File: config.mk
export PLATFORM = sky130hd
export DESIGN_NAME = bl_boot
export DESIGN_NICKNAME = d
export VERILOG_FILES = /design/src/verilog/bl_pkg.sv /design/src/verilog/bl_boot.sv
export SDC_FILE = /design/constraint.sdc
export NUM_CORES = 1
export LEC_CHECK = 0
export BUFFER_PORTS_ARGS = -buffer_cell sky130_fd_sc_hd__buf_2
export CAP_MARGIN = 10
export CORE_MARGIN = 5
export CORE_UTILIZATION = 50
export DETAILED_ROUTE_END_ITERATION = 16
export PLACE_DENSITY_LB_ADDON = 0.3
export SLEW_MARGIN = 20
export SYNTH_ARGS = -nofsm -noshare
export SYNTH_HDL_FRONTEND = slang
export SYNTH_SLANG_ARGS = --single-unit
File: constraint.sdc
create_clock -name mclk_i -period 2.5 [get_ports mclk_i]
set_input_delay 0.25 -clock mclk_i [delete_from_list [all_inputs] [get_ports mclk_i]]
set_output_delay 0.25 -clock mclk_i [all_outputs]
set_load 0.05 [all_outputs]
File: src/verilog/bl_pkg.sv
// package: constants and types for the boot entry and packet handler
package bl_pkg;
  localparam logic [15:0] BL_LOADER_BASE = 16'h0000; // loader start address
  localparam logic [15:0] BL_LOADER_LAST = 16'h03ff;
  localparam logic [15:0] BL_APP_START = 16'h0400;
  localparam logic [15:0] BL_APP_LAST = 16'h3fff;
  localparam int BL_APP_SIZE = 15360;
  localparam logic [7:0] BL_HEADER = 8'haa;
  localparam logic [15:0] BL_READ_OK = 16'h0000;
  localparam logic [15:0] BL_READ_FAIL = 16'h0101;
  localparam int BL_PKT_BYTES = 5;
  localparam int BL_CLK_MHZ = 50;
  localparam int BL_DELAY_MS = 4; // startup pause, a few ms
  localparam int BL_DELAY_CYC = BL_DELAY_MS * 1000 * 1000 / 20;
  localparam logic [31:0] BL_DELAY_RST = 32'h0000_0000;

  typedef enum logic [2:0] {
    BL_ST_DELAY = 3'h0,
    BL_ST_SUM = 3'h1,
    BL_ST_DECIDE = 3'h2,
    BL_ST_CLEAR = 3'h3,
    BL_ST_IDLE = 3'h4,
    BL_ST_APP = 3'h5
  } bl_state_e;

  // one received command, also the basis of the answer
  typedef struct packed {
    logic [7:0] space;
    logic [7:0] reg_addr;
    logic [15:0] payload;
  } bl_cmd_s;
endpackage

File: src/verilog/bl_boot.sv
// boot entry decision and five byte command/response handler
//
// Behaviour
// - execution starts at address zero
// - wait few milliseconds before entry decision
// - set entry flag forces loader mode
// - held reset button forces loader mode
// - bad image checksum forces loader mode
// - otherwise jump to application start address
// - application spans 0x0400 to 0x3fff
// - clear entry flag on loader entry
// - then idle waiting for command packets
// - message led solid while in loader
// - packets start with header byte 0xaa
// - byte three: direction bit, register index
// - one five byte answer per packet
// - answer byte two echoes namespace
// - answer byte three echoes address byte
// - write answer returns written value
// - read answer 0x0000 ok, 0x0101 failed
// - byte sum of image equals last byte
`timescale 1ns/100ps
module bl_boot
  import bl_pkg::*;
#(
  parameter int DELAY_CYC = BL_DELAY_CYC
) (
  input wire logic mclk_i,
  input wire logic reset_i,
  input wire logic entry_flag_i,
  input wire logic button_i,
  output logic entry_clear_o,
  output logic [15:0] mem_addr_o,
  input wire logic [7:0] mem_data_i,
  output logic jump_o,
  output logic [15:0] pc_o,
  output logic loader_o,
  output logic led_o,
  input wire logic rx_valid_i,
  input wire logic [7:0] rx_data_i,
  output logic rx_ready_o,
  input wire logic read_fail_i,
  output logic cmd_valid_o,
  output logic [23:0] cmd_o,
  output logic tx_valid_o,
  output logic [7:0] tx_data_o,
  input wire logic tx_ready_i
);

  // ---------------------------------------------------------------
  // pin synchronisers
  // ---------------------------------------------------------------
  logic [1:0] btn_q;
  logic [1:0] flag_q;
  // the button is an external pin: two stages before any use
  always_ff @(posedge mclk_i) begin
    if (reset_i) begin
      btn_q <= 2'h0;
      flag_q <= 2'h0;
    end else begin
      btn_q <= {btn_q[0], button_i};
      flag_q <= {flag_q[0], entry_flag_i};
    end
  end

  // ---------------------------------------------------------------
  // boot sequencer
  // ---------------------------------------------------------------
  bl_state_e state_q;
  logic [31:0] dly_q;
  logic [15:0] addr_q;
  logic [7:0] sum_q;
  logic rd_ok_q;
  logic btn_cap_q;
  logic flag_cap_q;
  logic [15:0] pc_q;

  // memory is read one cycle after addr; rd_ok_q marks valid data
  assign mem_addr_o = addr_q;

  always_ff @(posedge mclk_i) begin
    if (reset_i) begin
      state_q <= BL_ST_DELAY;
      dly_q <= BL_DELAY_RST;
      addr_q <= BL_APP_START;
      sum_q <= 8'h00;
      rd_ok_q <= 1'b0;
      btn_cap_q <= 1'b0;
      flag_cap_q <= 1'b0;
      pc_q <= BL_LOADER_BASE;
    end else begin
      unique case (state_q)
        BL_ST_DELAY: begin
          dly_q <= dly_q + 32'h1;
          if (dly_q >= 32'(DELAY_CYC - 1)) begin
            btn_cap_q <= btn_q[1];
            flag_cap_q <= flag_q[1];
            state_q <= BL_ST_SUM;
          end
        end
        BL_ST_SUM: begin
          // sum 0x0400..0x3ffe; the byte at 0x3fff is the reference
          rd_ok_q <= 1'b1;
          if (rd_ok_q && addr_q != BL_APP_LAST + 16'h1) begin
            sum_q <= sum_q + mem_data_i;
          end
          if (addr_q == BL_APP_LAST) begin
            state_q <= BL_ST_DECIDE;
          end else begin
            addr_q <= addr_q + 16'h1;
          end
        end
        BL_ST_DECIDE: begin
          // mem_data_i now holds the byte at the last image address
          if (flag_cap_q || btn_cap_q || sum_q != mem_data_i) begin
            state_q <= BL_ST_CLEAR;
          end else begin
            pc_q <= BL_APP_START;
            state_q <= BL_ST_APP;
          end
        end
        BL_ST_CLEAR: state_q <= BL_ST_IDLE;
        BL_ST_IDLE: state_q <= BL_ST_IDLE;
        BL_ST_APP: state_q <= BL_ST_APP;
        default: state_q <= BL_ST_DELAY;
      endcase
    end
  end

  // summing stops one early: last summed read is address 0x3ffe
  // (the read issued with addr 0x3fff is the reference byte)

  assign entry_clear_o = (state_q == BL_ST_CLEAR);
  assign jump_o = (state_q == BL_ST_APP);
  assign pc_o = pc_q;
  assign loader_o = (state_q == BL_ST_IDLE);
  assign led_o = (state_q == BL_ST_IDLE); // solid, no blink

  // ---------------------------------------------------------------
  // receive: hunt header, gather four bytes
  // ---------------------------------------------------------------
  logic [2:0] rx_cnt_q;
  bl_cmd_s cmd_q;
  logic busy_q; // an answer is in flight
  logic take;

  // no new bytes taken while answering, so answers never interleave
  assign rx_ready_o = loader_o && !busy_q;
  assign take = rx_valid_i && rx_ready_o;

  always_ff @(posedge mclk_i) begin
    if (reset_i) begin
      rx_cnt_q <= 3'h0;
      cmd_q <= '0;
    end else if (take) begin
      unique case (rx_cnt_q)
        3'h0: if (rx_data_i == BL_HEADER) rx_cnt_q <= 3'h1;
        3'h1: begin
          cmd_q.space <= rx_data_i;
          rx_cnt_q <= 3'h2;
        end
        3'h2: begin
          cmd_q.reg_addr <= rx_data_i;
          rx_cnt_q <= 3'h3;
        end
        3'h3: begin
          cmd_q.payload[7:0] <= rx_data_i;
          rx_cnt_q <= 3'h4;
        end
        3'h4: begin
          cmd_q.payload[15:8] <= rx_data_i;
          rx_cnt_q <= 3'h0;
        end
        default: rx_cnt_q <= 3'h0;
      endcase
    end
  end

  logic done_q;
  always_ff @(posedge mclk_i) begin
    if (reset_i) begin
      done_q <= 1'b0;
    end else begin
      done_q <= take && rx_cnt_q == 3'h4;
    end
  end

  // decoded command offered to the register logic for one cycle
  assign cmd_valid_o = done_q;
  assign cmd_o = {cmd_q.space, cmd_q.reg_addr, cmd_q.payload[7:0]};

  // ---------------------------------------------------------------
  // transmit: header, space, address, payload low, high
  // ---------------------------------------------------------------
  logic [2:0] tx_cnt_q;
  logic [7:0] tx_q;
  logic [15:0] ans_q;

  always_ff @(posedge mclk_i) begin
    if (reset_i) begin
      busy_q <= 1'b0;
      tx_cnt_q <= 3'h0;
      ans_q <= 16'h0000;
    end else if (done_q) begin
      busy_q <= 1'b1;
      tx_cnt_q <= 3'h0;
      if (cmd_q.reg_addr[7]) begin
        ans_q <= cmd_q.payload;
      end else begin
        ans_q <= read_fail_i ? BL_READ_FAIL : BL_READ_OK;
      end
    end else if (busy_q && tx_ready_i) begin
      if (tx_cnt_q == 3'(BL_PKT_BYTES - 1)) begin
        busy_q <= 1'b0;
      end
      tx_cnt_q <= tx_cnt_q + 3'h1;
    end
  end

  // next byte is loaded as the current one is taken, so data leaves a flop
  always_ff @(posedge mclk_i) begin
    if (reset_i) begin
      tx_q <= 8'h00;
    end else if (done_q) begin
      tx_q <= BL_HEADER;
    end else if (busy_q && tx_ready_i) begin
      unique case (tx_cnt_q)
        3'h0: tx_q <= cmd_q.space;
        3'h1: tx_q <= cmd_q.reg_addr;
        3'h2: tx_q <= ans_q[7:0];
        default: tx_q <= ans_q[15:8];
      endcase
    end
  end

  assign tx_valid_o = busy_q;
  assign tx_data_o = tx_q;

  // ---------------------------------------------------------------
  // checks
  // ---------------------------------------------------------------
  property p_led_solid;
    @(posedge mclk_i) disable iff (reset_i)
    loader_o |-> led_o ##1 led_o;
  endproperty
  a_led_solid: assert property (p_led_solid)
    else $error("led not solid in loader mode");

  property p_clear_then_idle;
    @(posedge mclk_i) disable iff (reset_i)
    entry_clear_o |=> loader_o && !entry_clear_o;
  endproperty
  a_clear_then_idle: assert property (p_clear_then_idle)
    else $error("loader idle not after flag clear");

  property p_idle_after_clear;
    @(posedge mclk_i) disable iff (reset_i)
    $rose(loader_o) |-> $past(entry_clear_o);
  endproperty
  a_idle_after_clear: assert property (p_idle_after_clear)
    else $error("loader entered without clearing flag");

  property p_jump_pc;
    @(posedge mclk_i) disable iff (reset_i)
    jump_o |-> pc_o == BL_APP_START;
  endproperty
  a_jump_pc: assert property (p_jump_pc)
    else $error("jump without application address");

  property p_flag_forces_loader;
    @(posedge mclk_i) disable iff (reset_i)
    state_q == BL_ST_DECIDE && flag_cap_q |=> entry_clear_o;
  endproperty
  a_flag_forces_loader: assert property (p_flag_forces_loader)
    else $error("entry flag did not force loader");

  property p_btn_forces_loader;
    @(posedge mclk_i) disable iff (reset_i)
    state_q == BL_ST_DECIDE && btn_cap_q |=> !jump_o;
  endproperty
  a_btn_forces_loader: assert property (p_btn_forces_loader)
    else $error("button did not force loader");

  property p_sum_bad;
    @(posedge mclk_i) disable iff (reset_i)
    state_q == BL_ST_DECIDE && sum_q != mem_data_i |=> entry_clear_o;
  endproperty
  a_sum_bad: assert property (p_sum_bad)
    else $error("bad checksum did not force loader");

  property p_answer_header;
    @(posedge mclk_i) disable iff (reset_i)
    done_q |=> tx_valid_o && tx_data_o == BL_HEADER;
  endproperty
  a_answer_header: assert property (p_answer_header)
    else $error("answer does not open with header");

  property p_no_rx_while_tx;
    @(posedge mclk_i) disable iff (reset_i)
    tx_valid_o |-> !rx_ready_o;
  endproperty
  a_no_rx_while_tx: assert property (p_no_rx_while_tx)
    else $error("receive open during answer");

  property p_echo_addr;
    @(posedge mclk_i) disable iff (reset_i)
    tx_valid_o && tx_cnt_q == 3'h2 |-> tx_data_o == cmd_q.reg_addr;
  endproperty
  a_echo_addr: assert property (p_echo_addr)
    else $error("address byte not echoed");

  c_loader: cover property (@(posedge mclk_i) $rose(loader_o));
  c_app: cover property (@(posedge mclk_i) $rose(jump_o));
  c_answer: cover property (@(posedge mclk_i) $fell(busy_q));

endmodule // bl_boot

**Word level (Yosys, flattened, before mapping)**

Cells that the tools add are included.

- Input bits: 23
- Word-level logic and storage cells: 87
- Output and inout bits: 71
- Bits in registers: 131

- Reduce and logical (&&, ||, !) cells: 26
- Order comparisons: 1
- Multiplexer cells: 14
- Bitwise gates (word level): 2
- Equality and inequality tests: 19
- Add/subtract/negate cells: 4

Operator list:

| kind | count |
|---|---|
| adder 32 x 1 -> 32 bit (second input constant) | 1 |
| greater-or-equal comparator 32 x 18 -> 1 bit (second input constant) | 1 |
| case mux 8 bit (3 select lines) | 1 |
| AND reduction 2 bit | 11 |
| adder 16 x 1 -> 16 bit (second input constant) | 1 |
| equality test 16 x 14 -> 1 bit (second input constant) | 1 |
| two-way mux 16 bit | 1 |
| two-way mux 8 bit | 2 |
| != test 16 x 15 -> 1 bit (second input constant) | 1 |
| equality test 3 x 2 -> 1 bit (second input constant) | 5 |
| case mux 3 bit (5 select lines) | 1 |
| equality test 3 bit (second input constant) | 4 |
| two-way mux 3 bit | 4 |
| case mux 3 bit (4 select lines) | 1 |
| equality test 3 x 1 -> 1 bit (second input constant) | 3 |
| zero test 3 bit | 3 |
| two-way mux 9 bit | 1 |
| adder 8 bit | 1 |
| equality test 8 bit (second input constant) | 1 |
| != test 8 bit | 1 |
| != test 2 bit (second input constant) | 3 |
| logical AND 1 bit | 5 |
| nonzero test 2 bit | 2 |
| OR reduction 2 bit | 2 |
| 5 further kinds | 9 |

**Logic depth before layout (Yosys ltp)**

Gate-level depths: netlist (run 1).

- Depth in word-level cells: 4
- Mapped depth: 8
- Mapped depth without buffers: 8

**Worst setup path after synthesis (run 1)**

OpenSTA, ideal clock, no wires.

- Path type: register to register
- From: register busy_q (netlist: tx_valid_o)
- To: register cmd_q[10] (netlist bit)
- Cell stages (with the launch flop): 7
- Required time: 2.372 ns
- Clock period less this slack: 2.459 ns
- Data arrival time: 2.332 ns
- Setup time: 0.128 ns
- Slack: 0.041 ns
- Path buffers: 1
- Cell sequence: dfxtp_1 -> nor4b_4 -> nand2_2 -> or4b_1 -> buf_2 -> mux2i_1 -> nor2_1

- Cells in the longest elaborated chain, start to end: 4

RTL lines:

| what | RTL line | RTL |
|---|---|---|
| start: declaration | bl_boot.sv:144 | `logic busy_q;` |
| start signal: assignment | bl_boot.sv:201 | `busy_q <= 1'b0;` |
| start signal: assignment | bl_boot.sv:205 | `busy_q <= 1'b1;` |
| start signal: assignment | bl_boot.sv:214 | `busy_q <= 1'b0;` |
| zero test 1 bit | bl_boot.sv:148 | `assign rx_ready_o = loader_o && !busy_q;` |
| logical AND 1 bit | bl_boot.sv:148 |  |
| net rx_ready_o | bl_boot.sv:41 | `output logic rx_ready_o,` |
| logical AND 1 bit | bl_boot.sv:149 | `assign take = rx_valid_i && rx_ready_o;` |
| AND reduction 2 bit (no line) | - |  |
| end: declaration | bl_boot.sv:143 | `bl_cmd_s cmd_q;` |

The timed path passes the listed nets, and every way through them passes these cells.
A chain may end at the register's enable or synchronous reset.

**Final worst setup path (run 1)**

- From: register state_q[2]
- To: register cmd_q[13] (netlist bit)

- Cells in the longest elaborated chain, start to end: 4

RTL lines:

| what | RTL line | RTL |
|---|---|---|
| start: declaration | bl_boot.sv:69 | `bl_state_e state_q;` |
| start signal: assignment | bl_boot.sv:83 | `state_q <= BL_ST_DELAY;` |
| start signal: assignment | bl_boot.sv:98 | `state_q <= BL_ST_SUM;` |
| start signal: assignment | bl_boot.sv:108 | `state_q <= BL_ST_DECIDE;` |
| equality test 3 bit | bl_boot.sv:136 | `assign loader_o = (state_q == BL_ST_IDLE);` |
| logical AND 1 bit | bl_boot.sv:148 |  |
| logical AND 1 bit | bl_boot.sv:149 |  |
| AND reduction 2 bit (no line) | - |  |

Every way passes these cells.

==> metrics.txt, run 1 <==
status=complete, no violations; fillers=1131; drt drc=0; Non-Filler Instances=953; worst-margin pin slew=0.848 ns; fin crit share=86.5%; maxcap violations=0; initial antenna violation count=1; WHS Endpoint=flag_q[0]$_SDFF_PP0_; synthesized area per cell=8.78 um2; Clock transition at path regs=0.06 ns; unrepaired setup endpoints after global routing=no; Root Buffer=clkbuf_16; diode count=0; hpwl dp=10.1 mm; setup TNS=0 ns; fin crit period=2.16 ns; critical path arrival=2.46 ns; dpl cells=921; fin. max-slew vios=0; Final Skew=0.00867 ns; Switching Share=26.3%; Crit path required time=2.80 ns; crit end category=flop; P_leak=3.01 nW; H-tree depth=4; EDFF count, synth=0; share of post-route cells with drive strength above 1=17.3%; Worst Hold Class=input port to flop; type of origin of the critical path=flop; Vias=5236; WL final=14.5 mm; clock power share=47.8%; Max rail drop VDD=426 uV; die height=123 um; DIE AREA=0.0150 mm2; Core Box Area=0.0125 mm2; Hold Path Cell Cnt=2; Num CTS Buffers=17; # nets final=806; slew margin rel.=43.4%; first-pass iteration count of the detailed router=5; CTS hold repair buffers=0; # rows=41; worst skew pair latency=0.42 ns; worst-case reg-to-reg path depth=5; FFs w/ async S/R, synth=0%; Final Util=57.5%; Max Freq=0.462 GHz; Final setup viols=0; R2R Path End=cmd_q[13]$_SDFFE_PP0P_; Final Hold Viols=0; Iter 0 DRT Violations=387; per-cell routed wire length=15.2 um; vias in the first global route=4918; global route total overflow=0; r2r setup slk=0.34 ns; combinational group share of total power=7.0%; clk buf depth=2; Main synth FF type=dfxtp_1; Initial Util=50.7%; Flop pwr share=45.2%; I/O Buffers=78; switching pwr=0.00126 W; Die Wd=123 um; RR Startpoint=state_q[2]$_SDFFE_PP0P_; Post-CTS Resized=0; Setup CP Type=flop to flop; area leader, netlist=dfxtp_1; Synth warnings=0; I/O pin count=94; ANT nets after route=0; Syn Std Cell Area=0.00634 mm2; PwrDens=665 mW/mm2; first-pass GRT wire length=23.9 mm; sequential area share after synthesis=41.4%; Distinct cells, synth=58; largest net degree at the start of global routing=51; vias per std cell=5.49; count leader, synth=dfxtp_1; Commonest cells post-synth=dfxtp_1 (131), nor2_1 (116), a21oi_1 (40), buf_4 (40), mux2i_1 (38); P_int=0.00353 W; FF+latch count, synth=131; GRT Total Usage=19.8%; Post CTS Setup Buffer Count=0; Synth top area share=41.4%; Area Overhead vs Synth=13.5%; Post-Syn Instances=722; CTS tree=built; clk sinks=131; RePlAce Congestion=0.889; CP Max Fanout=9; Hold Path Origin=entry_flag_i; synth top area cells=dfxtp_1 (41%), nor2_1 (6.9%), mux2i_1 (6.0%)
[critical path, stage by stage, from the launching register on]
cell and delay (ns):
dfxtp_1 0.50, nor4b_4 0.28, nand2_2 0.17, or4b_1 0.76, mux2i_1 0.26, nor2_1 0.06
[layout make-up]
type / instances / area (um2) / area share [%]
Sequential cell: 131 / 2620 / 36.4
Timing Repair Buffer: 93 / 505 / 7.02
Tap cell: 172 / 215 / 2.99
Inverter: 14 / 52.6 / 0.730
Clock buffer: 17 / 425 / 5.91
Clock inverter: 15 / 124 / 1.72
Multi-Input combinational cell: 511 / 3250 / 45.2
[power groups by stage]
stage               logic [W]  registers, W  clock network, W
detailed placement   0.000335       0.00221                 0
global placement     0.000322       0.00220                 0
finish               0.000336       0.00216           0.00229
CTS                  0.000335       0.00216           0.00234
floorplan            0.000261       0.00221                 0
global route         0.000369       0.00217           0.00244
[state kept, by name, indices dropped and copies added, names as in the netlist]
register     cells
flag_q           2
pc_o             1
flag_cap_q       1
tx_valid_o       1
btn_cap_q        1
ans_q           16
state_q          3
tx_data_o        8
tx_cnt_q         3
btn_q            2
mem_addr_o      16
sum_q            8
cmd_o           24
cmd_valid_o      1
rd_ok_q          1
rx_cnt_q         3
cmd_q            8
dly_q           32
[logic make-up (layout without fill, tap and decap cells)]
logic type      count (synthesis)  after routing  synth area share [%]
simple gates                  305            305                  25.1
compound gates                 89             89                  9.35
other cells                     1             15                0.0591
fa+ha+maj                      15             15                  3.08
xor+xnor                       48             48                  6.63
buf+inv                        94            139                  8.15
flops                         131            131                  41.4
mux                            39             39                  6.24
[per-stage QoR]
| step | hold slack [ns] | cell area [um2] | total power [W] | setup WS (ns) |
|---|---|---|---|---|
| floorplan | 0.378 | 6390 | 0.00247 | 0.0407 |
| global placement | 0.438 | 6650 | 0.00253 | 0.454 |
| detailed placement | 0.434 | 6650 | 0.00254 | 0.365 |
| CTS | 0.0333 | 7200 | 0.00483 | 0.351 |
| global route | 0.0615 | 7200 | 0.00498 | 0.206 |
| finish | 0.0433 | 7200 | 0.00479 | 0.337 |
[layer usage]
layer | global-route usage [%] | wire [um] | vias to the layer above
met4 | 8.12 | 216 | 2
met1 | 25.0 | 6490 | 2519
met5 | 0 | 11 | -
met2 | 32.3 | 6950 | 131
li1 | - | - | 2565
met3 | 5.25 | 822 | 19
[cells in the final DEF (no fill, tap or decap), types with 14 or more instances in the layout]
| cell | netlist | routed |
|---|---|---|
| a211oi_1 | 15 | 15 |
| a21oi_1 | 40 | 40 |
| buf_2 | 5 | 77 |
| buf_4 | 40 | 16 |
| clkbuf_16 | 0 | 17 |
| conb_1 | 1 | 15 |
| dfxtp_1 | 131 | 131 |
| ha_1 | 14 | 14 |
| inv_1 | 14 | 14 |
| mux2i_1 | 38 | 38 |
| nand2_1 | 31 | 31 |
| nand2b_1 | 20 | 20 |
| nand3_1 | 36 | 36 |
| nand4_1 | 19 | 19 |
| nor2_1 | 116 | 116 |
| nor3_1 | 14 | 14 |
| nor4_1 | 14 | 14 |
| xnor2_1 | 20 | 20 |
| xor2_1 | 28 | 28 |
[how the worst max path moves through the flow]
stage,startpoint,endpoint,slack (ns),cells after the start
after CTS,state_q[2]$_SDFFE_PP0P_,cmd_q[13]$_SDFFE_PP0P_,0.35,5
final,state_q[2]$_SDFFE_PP0P_,cmd_q[13]$_SDFFE_PP0P_,0.34,5
after global routing,state_q[0]$_SDFFE_PP0P_,mem_addr_o[11]$_SDFFE_PP0P_,0.21,5
after floorplan,tx_valid_o$_SDFFE_PP0P_,cmd_q[10]$_SDFFE_PP0P_,0.04,6
after global placement,state_q[2]$_SDFFE_PP0P_,cmd_q[15]$_SDFFE_PP0P_,0.45,5
after detailed placement,state_q[2]$_SDFFE_PP0P_,cmd_q[13]$_SDFFE_PP0P_,0.37,5
No activity file was read; power rests on OpenSTA's default activity.
==> run 2, diff against run 1 <==
--- a/config.mk
+++ b/config.mk
@@ -11,2 +11,3 @@
 export CORE_UTILIZATION = 50
+export CTS_CLUSTER_SIZE = 24
 export DETAILED_ROUTE_END_ITERATION = 16
--- a/constraint.sdc
+++ b/constraint.sdc
@@ -3,2 +3,2 @@
 set_output_delay 0.25 -clock mclk_i [all_outputs]
-set_load 0.05 [all_outputs]
+set_load 0.02 [all_outputs]
==> run 2 against run 1 <==
Core utilization grew 0.12 points. Setup slack better by 0.017 ns. Non-clock buffer count unchanged. Power increased by 0.16%. Final area rose by 0.21%. Register-to-register slack better by 0.02 ns. Fmax rose by 0.79%. Global-route usage is 0.084 points lower. Worst hold slack improved by 0.032 ns. Die area did not move. Largest cell class unchanged. Largest power group unchanged.
==> metrics.txt, run 2 (synthesized netlist as in run 1, its figures left out) <==
Final Skew=0.00619 ns; design area=0.00721 mm2; P_int=0.00366 W; Post-CTS Resized=0; worst skew pair latency=0.41 ns; per-cell routed wire length=15.1 um; Switching Share=23.8%; worst-margin pin slew=0.909 ns; P_leak=3.01 nW; worst-case reg-to-reg path depth=5; Setup CP Type=flop to flop; # nets final=806; Max Freq=0.466 GHz; Die Wd=123 um; status=complete, no violations; initial antenna violation count=0; DIE AREA=0.0150 mm2; combinational group share of total power=6.2%; switching pwr=0.00114 W; ANT nets after route=0; diode count=0; Flop pwr share=45.1%; Crit path required time=2.79 ns; Max rail drop VDD=362 uV; Worst path max stage delay=0.75 ns; WL final=14.4 mm; commonest non-fill, non-tap cells in the layout=dfxtp_1 (131), nor2_1 (116), buf_2 (77); fin crit share=85.8%; I/O Buffers=78; H-tree depth=4; crit path max-delay cell type=or4b_1; Iter 0 DRT Violations=442; hpwl dp=10.2 mm; fin crit period=2.15 ns; pre-CTS setup slack=0.364 ns; Worst Hold Class=input port to flop; CP Depth=5; Hold Path Cell Cnt=2; critical path, cell by cell=nor4b_4, nand2_2, or4b_1, mux2i_1, nor2_1; share of post-route cells with drive strength above 1=17.0%; area post-placement=0.00665 mm2; Top reg by flops=dly_q; Final Hold Viols=0; # rows=41; clock power share=48.7%; clk sinks=131; PwrDens=665 mW/mm2; max reg flops=32; CP Max Fanout=9; I/O pin count=94; worst setup margin=0.354 ns; drt drc=0; type of origin of the critical path=flop; unrepaired setup endpoints after global routing=no; first-pass iteration count of the detailed router=7; RePlAce Congestion=0.881; Clock transition at path regs=0.06 ns; Crit path max-delay family=simple AND/OR/NAND/NOR gates; largest net degree at the start of global routing=51; first-pass GRT wire length=23.7 mm; CTS hold repair buffers=0; GRT Total Usage=19.8%; Final setup viols=0; fillers=1127; Buf/Inv on CP=0; dpl cells=921; Area Overhead vs Synth=13.8%; Core Box Area=0.0125 mm2; Post CTS Setup Buffer Count=0; fin. max-slew vios=0; critical path arrival=2.43 ns; commonest non-fill, non-tap cell in the layout=dfxtp_1; global route total overflow=0; Initial Util=50.7%; CTS tree=built; vias in the first global route=4952; clk buf depth=2; setup TNS=0 ns; die height=123 um; Num CTS Buffers=17; Root Buffer=clkbuf_16; slew margin rel.=39.3%; crit end category=flop; maxcap violations=0; Non-Filler Instances=953; Vias=5225; vias per std cell=5.48
[run 2: cell count changes in the layout (fill, tap and decap cells not counted), moves of 2 or more]
cell / previous run / this run
clkbuf_8: 0 / 2
clkinv_4: 4 / 1
inv_6: 6 / 2
clkbuf_1: 0 / 2
clkinvlp_4: 2 / 5
[run 2: stage by stage]
stage | hold WS, ns | power, W | utilization [%]
final | 0.0754 | 0.00480 | 57.6
after global routing | 0.0546 | 0.00499 | 57.6
after CTS | 0.0541 | 0.00484 | 57.6
after detailed placement | 0.436 | 0.00250 | 53.1
after global placement | 0.439 | 0.00249 | 53.1
after floorplan | 0.378 | 0.00243 | -
[run 2: layout make-up]
cell class | instances | area, um2 | share of cell area (%)
clock buffers | 21 | 460 | 6.38
clock inverters | 11 | 104 | 1.44
inverters | 14 | 52.6 | 0.728
multi-input cells | 511 | 3250 | 45.1
flip-flops and latches | 131 | 2620 | 36.4
well taps | 172 | 215 | 2.98
repair buffers | 93 | 505 | 7.01
[run 2: worst paths after layout]
path | slack, ns | from | end
setup / recovery | 0.35 | state_q[2]$_SDFFE_PP0P_ | cmd_q[11]$_SDFFE_PP0P_
hold / removal | 0.08 | entry_flag_i | flag_q[0]$_SDFF_PP0_
setup reg to reg | 0.35 | state_q[2]$_SDFFE_PP0P_ | cmd_q[11]$_SDFFE_PP0P_
hold reg to reg | 0.45 | flag_q[0]$_SDFF_PP0_ | flag_q[1]$_SDFF_PP0_
[run 2: power by group through the flow]
| stage | sequential [W] | clock (W) | combinational, W |
|---|---|---|---|
| finish | 0.00217 | 0.00234 | 0.000296 |
| global route | 0.00217 | 0.00249 | 0.000330 |
| CTS | 0.00216 | 0.00238 | 0.000296 |
| detailed placement | 0.00221 | 0 | 0.000295 |
| global placement | 0.00220 | 0 | 0.000283 |
| floorplan | 0.00221 | 0 | 0.000229 |
[run 2: metal layers]
layer  GRT usage, %  vias up  part of all wire [%]
met5              0        -                     0
met4           8.68        0                   2.4
met3           4.56       26                   5.5
met2           32.2      157                    48
met1           25.0     2484                    44
li1               -     2558                     -
[run 2: worst reg2reg max path: stages, from the launching register on]
cell	delay, ns
dfxtp_1	0.50
nor4b_4	0.30
nand2_2	0.17
or4b_1	0.75
mux2i_1	0.25
nor2_1	0.05
